===== src/hw/lseh_pkg.sv =====
// Purpose: shared constants and types for load-side encoder homing
// Assumes: 32-bit signed load-side position, 40 MHz ref_clk
// Notes:   method codes follow the signed homing method numbering
package lseh_pkg;
    localparam int POS_W = 32;
    localparam logic signed [7:0] METHOD_DOG       = 8'shff; // -1
    localparam logic signed [7:0] METHOD_IDX_FWD   = 8'sh22; // 34
    localparam logic signed [7:0] METHOD_IDX_REV   = 8'sh21; // 33
    localparam logic signed [7:0] METHOD_STROKE_F  = 8'shf5; // -11
    localparam logic signed [7:0] METHOD_STROKE_R  = 8'shd5; // -43
    localparam logic signed [7:0] METHOD_DATA_SET  = 8'sh23; // 35
    localparam logic signed [7:0] METHOD_NO_INDEX  = 8'sh11; // 17, limit only
    localparam logic [1:0] ENC_ABS_LINEAR = 2'h0;
    localparam logic [1:0] ENC_INC_LINEAR = 2'h1;
    localparam logic [1:0] ENC_ROTARY     = 2'h2;
    localparam logic [POS_W-1:0] POS_ZERO = 32'h00000000;

    typedef enum logic [2:0] {
        ST_IDLE, ST_SEARCH, ST_AFTER_DOG, ST_DONE, ST_ERROR
    } lseh_state_t;
endpackage


===== src/hw/lseh_grid.sv =====
// Purpose: candidate home grid, one point per motor revolution from an origin
// Assumes: revolution length in load-side counts is nonzero when used
// Notes:   flags a crossing when position passes the next grid point
`timescale 1ns/1ps
module lseh_grid (
    input  wire logic                          ref_clk,
    input  wire logic                          arst_n,
    input  wire logic                          originLoad,
    input  wire logic [lseh_pkg::POS_W-1:0]    originPos,
    input  wire logic [lseh_pkg::POS_W-1:0]    revLength,
    input  wire logic                          dirReverse,
    input  wire logic [lseh_pkg::POS_W-1:0]    position,
    output logic                               crossed,
    output logic [lseh_pkg::POS_W-1:0]         crossPos
);
    typedef struct packed {
        logic                        crossed;
        logic [lseh_pkg::POS_W-1:0]  nextPoint;
        logic [lseh_pkg::POS_W-1:0]  crossPos;
    } lseh_grid_state_t;

    lseh_grid_state_t cur;
    lseh_grid_state_t next_cur;

    always_comb begin
        next_cur = cur;
        next_cur.crossed = 1'b0;
        if (originLoad) begin
            next_cur.nextPoint = dirReverse ? originPos - revLength : originPos + revLength;
        end else if (!dirReverse && $signed(position) >= $signed(cur.nextPoint)) begin
            next_cur.crossed   = 1'b1;
            next_cur.crossPos  = cur.nextPoint;
            next_cur.nextPoint = cur.nextPoint + revLength;
        end else if (dirReverse && $signed(position) <= $signed(cur.nextPoint)) begin
            next_cur.crossed   = 1'b1;
            next_cur.crossPos  = cur.nextPoint;
            next_cur.nextPoint = cur.nextPoint - revLength;
        end
    end

    always_ff @(posedge ref_clk or negedge arst_n) begin
        if (!arst_n) begin
            cur <= '0;
        end else begin
            cur <= next_cur;
        end
    end

    assign crossed  = cur.crossed;
    assign crossPos = cur.crossPos;
endmodule


===== src/hw/lseh_homing.sv =====
// Purpose: home position selection from load-side encoder feedback
// Assumes: all inputs except arst_n synchronous to ref_clk; motion is driven by the controller
// Notes:   motor encoder index is not an input, it never affects the result
//
// Behaviour
// Home comes only from load-side encoder feedback; motor index ignored.
// Dog homing needs a mark or index seen before the dog releases, except with an absolute linear encoder.
// Absolute linear candidates repeat per revolution from absolute position zero.
// Absolute linear dog homing takes nearest candidate after dog turns off.
// Incremental linear candidates repeat per revolution from first mark after power-on.
// Incremental linear dog homing takes nearest candidate after dog rear edge.
// Mark in homing direction: home equals mark plus home shift distance.
// Method 33 equals method 34 with reversed direction.
// Method -43 equals method -11 with reversed direction.
// Incremental linear without mark allows only methods not using index.
// Rotary serial encoder: home sits at load-side index position.
// Controller-homing variant counts from mark after start; index output unused.
// Data set homing only after mark and index crossed, unless condition select.
// Controller changes method or jogs to opposite stroke end after errors.
// Controller starts homing in the same direction for repeatability.
// Reverse-at-stroke-end homing refused while software limit is enabled.
`timescale 1ns/1ps
module lseh_homing (
    input  wire logic                          ref_clk,
    input  wire logic                          arst_n,
    input  wire logic                          homingStart,
    input  wire logic signed [7:0]             homingMethod,
    input  wire logic [1:0]                    encoderType,
    input  wire logic                          markPresent,
    input  wire logic                          controllerVariant,
    input  wire logic                          softLimitEnable,
    input  wire logic                          homing_condition_select,
    input  wire logic [lseh_pkg::POS_W-1:0]    home_shift_distance_setting,
    input  wire logic [lseh_pkg::POS_W-1:0]    revLength,
    input  wire logic [lseh_pkg::POS_W-1:0]    loadPosition,
    input  wire logic                          loadIndex,
    input  wire logic                          proximityDog,
    output logic                               homingBusy,
    output logic                               homingDone,
    output logic                               homingError,
    output logic                               methodRefused,
    output logic [lseh_pkg::POS_W-1:0]         homePosition,
    output logic                               encoder_index_pulse_output
);
    typedef struct packed {
        lseh_pkg::lseh_state_t       state;
        logic                        dirReverse;
        logic                        isDog;
        logic                        isDataSet;
        logic                        markSinceStart;
        logic                        markSincePower;
        logic                        indexPrev;
        logic                        dogPrev;
        logic                        done;
        logic                        error;
        logic                        refused;
        logic [lseh_pkg::POS_W-1:0]  home;
    } lseh_homing_state_t;

    lseh_homing_state_t cur;
    lseh_homing_state_t next_cur;

    logic                        indexRise;
    logic                        dogFall;
    logic                        originLoad;
    logic [lseh_pkg::POS_W-1:0]  originPos;
    logic                        gridCrossed;
    logic [lseh_pkg::POS_W-1:0]  gridPos;
    logic                        methodKnown;
    logic                        usesIndex;
    logic                        reverseDir;

    assign indexRise = loadIndex && !cur.indexPrev;
    assign dogFall   = !proximityDog && cur.dogPrev;

    // ****************************************************************
    // method decode
    // ****************************************************************
    always_comb begin
        methodKnown = 1'b1;
        usesIndex   = 1'b1;
        reverseDir  = 1'b0;
        unique case (homingMethod)
            lseh_pkg::METHOD_DOG:      reverseDir = 1'b0;
            lseh_pkg::METHOD_IDX_FWD:  reverseDir = 1'b0;
            lseh_pkg::METHOD_IDX_REV:  reverseDir = 1'b1;
            lseh_pkg::METHOD_STROKE_F: reverseDir = 1'b0;
            lseh_pkg::METHOD_STROKE_R: reverseDir = 1'b1;
            lseh_pkg::METHOD_DATA_SET: usesIndex  = 1'b0;
            lseh_pkg::METHOD_NO_INDEX: usesIndex  = 1'b0;
            default:                   methodKnown = 1'b0;
        endcase
    end

    // ****************************************************************
    // candidate grid origin
    // ****************************************************************
    always_comb begin
        originLoad = 1'b0;
        originPos  = loadPosition;
        if (encoderType == lseh_pkg::ENC_ABS_LINEAR) begin
            originLoad = homingStart;
            originPos  = lseh_pkg::POS_ZERO;
        end else if (controllerVariant) begin
            originLoad = indexRise && !cur.markSinceStart && cur.state != lseh_pkg::ST_IDLE;
        end else begin
            originLoad = indexRise && !cur.markSincePower;
        end
    end

    lseh_grid u_grid (
        .ref_clk    (ref_clk),
        .arst_n     (arst_n),
        .originLoad (originLoad),
        .originPos  (originPos),
        .revLength  (revLength),
        .dirReverse (cur.dirReverse),
        .position   (loadPosition),
        .crossed    (gridCrossed),
        .crossPos   (gridPos)
    );

    // ****************************************************************
    // homing sequence
    // ****************************************************************
    always_comb begin
        next_cur           = cur;
        next_cur.indexPrev = loadIndex;
        next_cur.dogPrev   = proximityDog;
        next_cur.done      = 1'b0;
        next_cur.error     = 1'b0;
        next_cur.refused   = 1'b0;
        if (indexRise) begin
            next_cur.markSincePower = 1'b1;
            next_cur.markSinceStart = 1'b1;
        end
        unique case (cur.state)
            lseh_pkg::ST_IDLE: begin
                if (homingStart) begin
                    // a mark seen on the start edge still counts
                    next_cur.markSinceStart = indexRise;
                    next_cur.dirReverse     = reverseDir;
                    next_cur.isDog          = homingMethod == lseh_pkg::METHOD_DOG;
                    next_cur.isDataSet      = homingMethod == lseh_pkg::METHOD_DATA_SET;
                    if (!methodKnown
                        || (homingMethod == lseh_pkg::METHOD_STROKE_F && softLimitEnable)
                        || (homingMethod == lseh_pkg::METHOD_STROKE_R && softLimitEnable)
                        || (encoderType == lseh_pkg::ENC_INC_LINEAR && !markPresent
                            && usesIndex)) begin
                        next_cur.refused = 1'b1;
                    end else if (homingMethod == lseh_pkg::METHOD_DATA_SET) begin
                        if (cur.markSincePower || homing_condition_select) begin
                            next_cur.home  = loadPosition;
                            next_cur.done  = 1'b1;
                            next_cur.state = lseh_pkg::ST_DONE;
                        end else begin
                            next_cur.refused = 1'b1;
                        end
                    end else begin
                        next_cur.state = lseh_pkg::ST_SEARCH;
                    end
                end
            end
            lseh_pkg::ST_SEARCH: begin
                if (cur.isDog) begin
                    if (dogFall) begin
                        if (cur.markSinceStart || encoderType == lseh_pkg::ENC_ABS_LINEAR) begin
                            next_cur.state = lseh_pkg::ST_AFTER_DOG;
                        end else begin
                            next_cur.error = 1'b1;
                            next_cur.state = lseh_pkg::ST_ERROR;
                        end
                    end
                end else if (indexRise) begin
                    // home taken at load-side mark or index
                    next_cur.home  = loadPosition + home_shift_distance_setting;
                    next_cur.done  = 1'b1;
                    next_cur.state = lseh_pkg::ST_DONE;
                end
            end
            lseh_pkg::ST_AFTER_DOG: begin
                if (encoderType == lseh_pkg::ENC_ROTARY) begin
                    if (indexRise) begin
                        next_cur.home  = loadPosition + home_shift_distance_setting;
                        next_cur.done  = 1'b1;
                        next_cur.state = lseh_pkg::ST_DONE;
                    end
                end else if (gridCrossed) begin
                    next_cur.home  = gridPos + home_shift_distance_setting;
                    next_cur.done  = 1'b1;
                    next_cur.state = lseh_pkg::ST_DONE;
                end
            end
            lseh_pkg::ST_DONE,
            lseh_pkg::ST_ERROR: begin
                if (homingStart) begin
                    next_cur.state = lseh_pkg::ST_IDLE;
                end
            end
            default: next_cur.state = lseh_pkg::ST_IDLE;
        endcase
    end

    always_ff @(posedge ref_clk or negedge arst_n) begin
        if (!arst_n) begin
            cur <= '0;
        end else begin
            cur <= next_cur;
        end
    end

    assign homingBusy    = cur.state == lseh_pkg::ST_SEARCH || cur.state == lseh_pkg::ST_AFTER_DOG;
    assign homingDone    = cur.done;
    assign homingError   = cur.error;
    assign methodRefused = cur.refused;
    assign homePosition  = cur.home;
    // index pulse output is not driven in the controller-homing variant
    assign encoder_index_pulse_output = cur.indexPrev && !controllerVariant;
endmodule


===== config.mk =====
export PLATFORM = sky130hd
export DESIGN_NAME = lseh_homing
export DESIGN_NICKNAME = d
export VERILOG_FILES = /design/src/hw/lseh_pkg.sv /design/src/hw/lseh_grid.sv /design/src/hw/lseh_homing.sv
export SDC_FILE = /design/constraint.sdc
export NUM_CORES = 1
export LEC_CHECK = 0
export BUFFER_PORTS_ARGS = -buffer_cell sky130_fd_sc_hd__buf_2
export CAP_MARGIN = 0
export CORE_MARGIN = 1.5
export CORE_UTILIZATION = 65
export CTS_CLUSTER_DIAMETER = 120
export DETAILED_ROUTE_END_ITERATION = 8
export PLACE_DENSITY_LB_ADDON = 0.1
export RECOVER_POWER = 50
export SLEW_MARGIN = 10
export SYNTH_ARGS = -nofsm -noshare
export SYNTH_HDL_FRONTEND = slang
export SYNTH_SLANG_ARGS = --single-unit
export TNS_END_PERCENT = 100

===== constraint.sdc =====
create_clock -name ref_clk -period 10.8 [get_ports ref_clk]
set_input_delay 1.08 -clock ref_clk [delete_from_list [all_inputs] [get_ports ref_clk]]
set_output_delay 1.08 -clock ref_clk [all_outputs]
set_load 0.02 [all_outputs]

# --- Word-level counts from Yosys, hierarchy flattened ---
# Cells that the tools add are included.
classes:
  n_addsub: 6
  magnitude_cmp: 2
  n_eq_ne: 26
  n_mux: 50
  n_bitwise: 1
  reduce_logical: 40
op_table:
  columns: ["operator", "count"]
  rows:
  - ["$mux 32", 9]
  - ["$mux 65", 2]
  - ["$add 32x32->32", 4]
  - ["$pmux 32 s3", 1]
  - ["$mux 33", 2]
  - ["$sub 32x32->32", 2]
  - ["$ge 32x32->1", 1]
  - ["$le 32x32->1", 1]
  - ["$mux 3", 10]
  - ["$eq 8x6->1 const B", 3]
  - ["$eq 8x8->1 const B", 3]
  - ["$mux 1", 22]
  - ["$eq 8x5->1 const B", 2]
  - ["$eq 8x7->1 const B", 2]
  - ["$logic_and 1x1->1", 12]
  - ["$ne 2x2->1 const B", 6]
  - ["$pmux 3 s4", 1]
  - ["$reduce_bool 3->1", 3]
  - ["$eq 8x1->1 const B", 1]
  - ["$logic_not 1->1", 8]
  - ["$mux 7", 1]
  - ["$reduce_and 7->1", 1]
  - ["$reduce_or 7->1", 1]
  - ["$eq 3x2->1 const B", 2]
  - ["other kinds (16)", 25]
totals:
  reg_bits: 110
  output_inout_bits: 37
  wordCells: 140

# --- Longest topological paths before layout ---
logic_depth:
  word_depth: 10
  ltp_mapped: 20
  mapped_depth_nobuf: 18

# --- Modules after synthesis ---
# From an unflattened synthesis, not the netlist that was laid out.
hier_totals:
  hier_cells: 2048
  area_unflattened_um2: 15394.8
modules_own_cells:
  columns: ["module", "n_inst", "cells_per_inst", "area_each_um2", "seq_area_each_um2"]
  rows:
  - ["lseh_grid", 1, 1209, 9077.5, 1626.6]
  - ["lseh_homing", 1, 839, 6317.3, 1101.1]

# --- Least setup slack after synthesis ---
# No wires, ideal clock.
synth_timing:
  path_type: "input -> register"
  start: "input revLength[10] in the netlist's numbering"
  end: "register u_grid.cur[63] in the netlist's numbering"
  setup_ns: 0.078
  t_arrival_ns: 4.446
  t_required_ns: 10.722
  path_slack_ns: 6.277
  stages: 18
  path_buffers: 1
  path_cell_list: "nor4_1 -> and4_1 -> nand2_1 -> nor2_1 -> a21oi_1 -> xnor2_1 -> ha_1 -> clkbuf_1 -> a21o_1 -> a21o_1 -> a21oi_1 -> o211ai_1 -> o211a_1 -> a311o_1 -> a221oi_1 -> mux2i_1 -> o311ai_0 -> a21oi_1"
synth_via:
  elab_chain_cells: 4
  word_cells_on_any_way: 8
  classes_between: "add/sub (4); mux (4)"
synth_rtl:
  columns: ["element", "line_no", "text"]
  rows:
  - ["from (decl)", "lseh_homing.sv:34", "input wire logic [lseh_pkg::POS_W-1:0] revLength,"]
  - ["$sub 32x32->32", "lseh_grid.sv:37", "next_cur.nextPoint = cur.nextPoint - revLength;"]
  - ["$mux 65", "lseh_grid.sv:34", "end else if (dirReverse && $signed(position) <= $signed(cur.nextPoint)) begin"]
  - ["$mux 65", "lseh_grid.sv:30", "end else if (!dirReverse && $signed(position) >= $signed(cur.nextPoint)) begin"]
  - ["$mux 32 *", "lseh_grid.sv:28", "if (originLoad) begin"]
  - ["to (signal assigned)", "lseh_grid.sv:45", "cur <= next_cur;"]
  - ["to (decl)", "lseh_grid.sv:22", "lseh_grid_state_t cur;"]
# Every way passes the cells marked *; elsewhere a longest branch is shown, timed or not. The select of a mux whose other input is x is not followed.
# A chain may end at the register's enable or synchronous reset.

==> flow_metrics.tcl <==
set metrics [dict create \
    mappedNetlistArea_um2 14900 \
    hold_start "homePosition[3]" \
    cp.arrival_ns 5.50 \
    crit_buf_inv 2 \
    clk_latency_ns 0.37 \
    die_h_um 154 \
    critPathMostFrequentCell "clkbuf_1" \
    drive_gt1_share_pct 8.76 \
    dpl.hpwl_um 36100 \
    nFillCells 1977 \
    slew_headroom_pct -170 \
    grt_pass1_vias 14100 \
    final_nets 2311 \
    postLayoutCoreUtil_pct 70.0 \
    top_usage_layer "met2" \
    via_count 15500 \
    irDropWorstVdd_uv 142 \
    period_share_pct 55.3 \
    drc 0 \
    worstMarginPinSlew_ns 4.05 \
    path_cells "clkbuf_1, clkbuf_1" \
    dr.pass1.iters 6 \
    cp_slowest_cell "clkbuf_1" \
    yosys-top-cells-area "dfrtp_1 18%, ha_1 16%, a21oi_1 6.2%, xnor2_1 4.6%, o21ai_0 4.5%" \
    synth-warning-count 0 \
    avgSynthCellArea_um2 7.64 \
    status "finished, violations left" \
    synthCells 1952 \
    place_inst 2277 \
    worstPathRequired_ns 10.34 \
    drtAntennaViolNets 0 \
    slew_violations 148 \
    yosysTopAreaCellShare_pct 18.3 \
    max_freq_mhz 168 \
    synth_cell_type_count 84 \
    grt_max_degree 74 \
    final_cell_mix "188 x ha_1, 184 x a21oi_1, 158 x nand2_1" \
    rsz0062_at_grt "false" \
    cp-end-kind "asynchronous set/reset pin" \
    io_buffer_count 151 \
    max_stage_delay_ns 2.94 \
    combPwrFrac_pct 72.1 \
    grt_pass1_wl_um 73100 \
    synth_seq_cells 109 \
    wl_per_cell_um 20.2 \
    fp-row-count 55 \
    fin_tns_setup_ns 0 \
    setup_viol 0 \
    swShare_pct 53.8 \
    power.internal_mw 1.86 \
    fp.dieW_um 154 \
    hp-class "flop to flop" \
    finalHoldViolCount 0 \
    synth-edff-count 0 \
    synth_nets 2260 \
    ff2ff_path_depth 12 \
    grt_util_met2_pct 59.0 \
    cts_hold_buf 0 \
    cts_tree "yes" \
    rr_endpoint "u_grid.cur[62]" \
    p_switching_mw 2.16 \
    initial_core_util_pct 66.1 \
    gr-total-overflow 0 \
    seq_area_frac_synth_pct 18.3 \
    htreeDepth 3 \
    pin_count 152 \
    finalCriticalPeriod_ns 5.97 \
    synth_area_leader_cell "dfrtp_1" \
    stdcell_count 2296 \
    drt_iter0_drc 1405 \
    async_flop_share_pct 100 \
    hold_path_end "homePosition[3]" \
    gr-usage-all-layers_pct 38.1 \
    r2r_slack_ns 5.76 \
    crit_type "primary input to asynchronous set/reset pin" \
    clk_pin_slew_worst_paths_ns 0.08 \
    maxCapViolations 3 \
    min_path_cells 2 \
    die_area_um2 23900 \
    critical_path.top_delay_family "buffers and inverters" \
    synth_flop_cell "dfrtp_1" \
    root_buffer "clkbuf_16" \
    clk_path_buf_depth 2 \
    grt.met1_usage_pct 55.1 \
    post_cts_buffers 0 \
    whs_ns 0.481 \
    power.share.sequential_pct 19.5 \
    clockPowerShare_pct 8.4 \
    avgViaCountPerCell 6.76 \
    cts_resized 0 \
    start_kind "primary input" \
    wirelength_um 46400 \
    p_leak_nw 7.17 \
    final_common_cell "ha_1" \
    syn_to_final_growth_pct 5.94 \
    antenna_found_initial 2 \
    worstPathMaxFanout 73 \
    use_met3_pct 6.33 \
    cts.sink_count 109 \
    gp_congestion 0.984 \
    clock_skew_ns 0.0146 \
    violations "max-capacitance violations, max-slew violations" \
    core_um2 22600 \
    cellPowerDensity_nw_per_um2 254 \
    cts_buffers 9 \
    r2r-start "u_grid.cur[63]" \
]
stage by stage:
stage / worst slack [ns] / cell area, um^2 / total power, mW
3_5_place_dp: 5.04 / 15600 / 3.59
6_report: 4.83 / 15800 / 4.01
4_1_cts: 5.40 / 15900 / 3.93
2_1_floorplan: 6.28 / 14900 / 2.93
5_1_grt: 3.81 / 15800 / 4.33
3_3_place_gp: 5.26 / 15600 / 3.51
flip-flops by register name, summed over array words and instances (netlist names):
| name | cells |
|---|---|
| cur | 9 |
| homePosition | 32 |
| homingDone | 1 |
| homingError | 1 |
| methodRefused | 1 |
| u_grid.crossPos | 32 |
| u_grid.crossed | 1 |
| u_grid.cur | 32 |
power groups by stage:
stage,clock network (mW),logic (mW),registers [mW]
2_1_floorplan,0,2.23,0.698
3_3_place_gp,0,2.74,0.769
3_5_place_dp,0,2.81,0.774
4_1_cts,0.337,2.83,0.766
5_1_grt,0.352,3.18,0.796
6_report,0.337,2.89,0.781
worst max path at each step:
stage                      from                  end  slack, ns  cells after the start
3_5_place_dp   loadPosition[31]       u_grid.cur[62]       5.04                     12
2_1_floorplan     revLength[10]       u_grid.cur[63]       6.28                     18
4_1_cts        loadPosition[31]       u_grid.cur[62]       5.40                     12
6_report                 arst_n  u_grid.crossPos[24]       4.83                      2
5_1_grt                  arst_n       u_grid.cur[49]       3.81                      2
3_3_place_gp   loadPosition[31]       u_grid.cur[62]       5.26                     12
area by class of cell:
class                      count  area (um^2)  area share (%)
antenna                        3         7.51          0.0475
clock buffer                   9          225            1.43
clock inverter                 7         57.6           0.364
inverter                     119          447            2.83
multi-input combinational   1600        11200            70.8
sequential                   109         2730            17.3
tap                          285          357            2.26
timing repair buffer         164          793            5.02
logic make-up (layout without fill, tap and decap cells):
| group | Yosys count | in the layout | share of synthesized area [%] |
|---|---|---|---|
| fa+ha+maj | 193 | 193 | 16.4 |
| other cells | 0 | 3 | 0 |
| flops | 109 | 109 | 18.3 |
| buf+inv | 243 | 299 | 7.10 |
| xor+xnor | 107 | 107 | 6.28 |
| simple gates | 557 | 557 | 18.1 |
| compound gates | 729 | 729 | 32.9 |
| mux | 14 | 14 | 0.965 |
routing by layer:
metal  vias to the layer above  share of wire (%)
met2                       888                 43
met3                        99                 11
met4                         0                2.3
met5                         -                  0
li1                       7339                  -
met1                      7191                 43
tightest hold or removal path, stage by stage, from the launching register on:
cell     delay [ns]
dfrtp_1        0.35
nand2_1        0.04
o21ai_0        0.06
synth_stat cells, types with 29 or more instances:
cell type,instances
nor2_1,153
buf_4,33
o21ai_0,134
nor2b_1,47
xnor2_1,78
clkbuf_1,71
dfrtp_1,109
inv_1,117
nand2_1,159
xor2_1,29
ha_1,188
a221oi_1,30
a21oi_1,184
a21o_1,60
nand2b_1,31
Power figures use the tool's default switching activity.
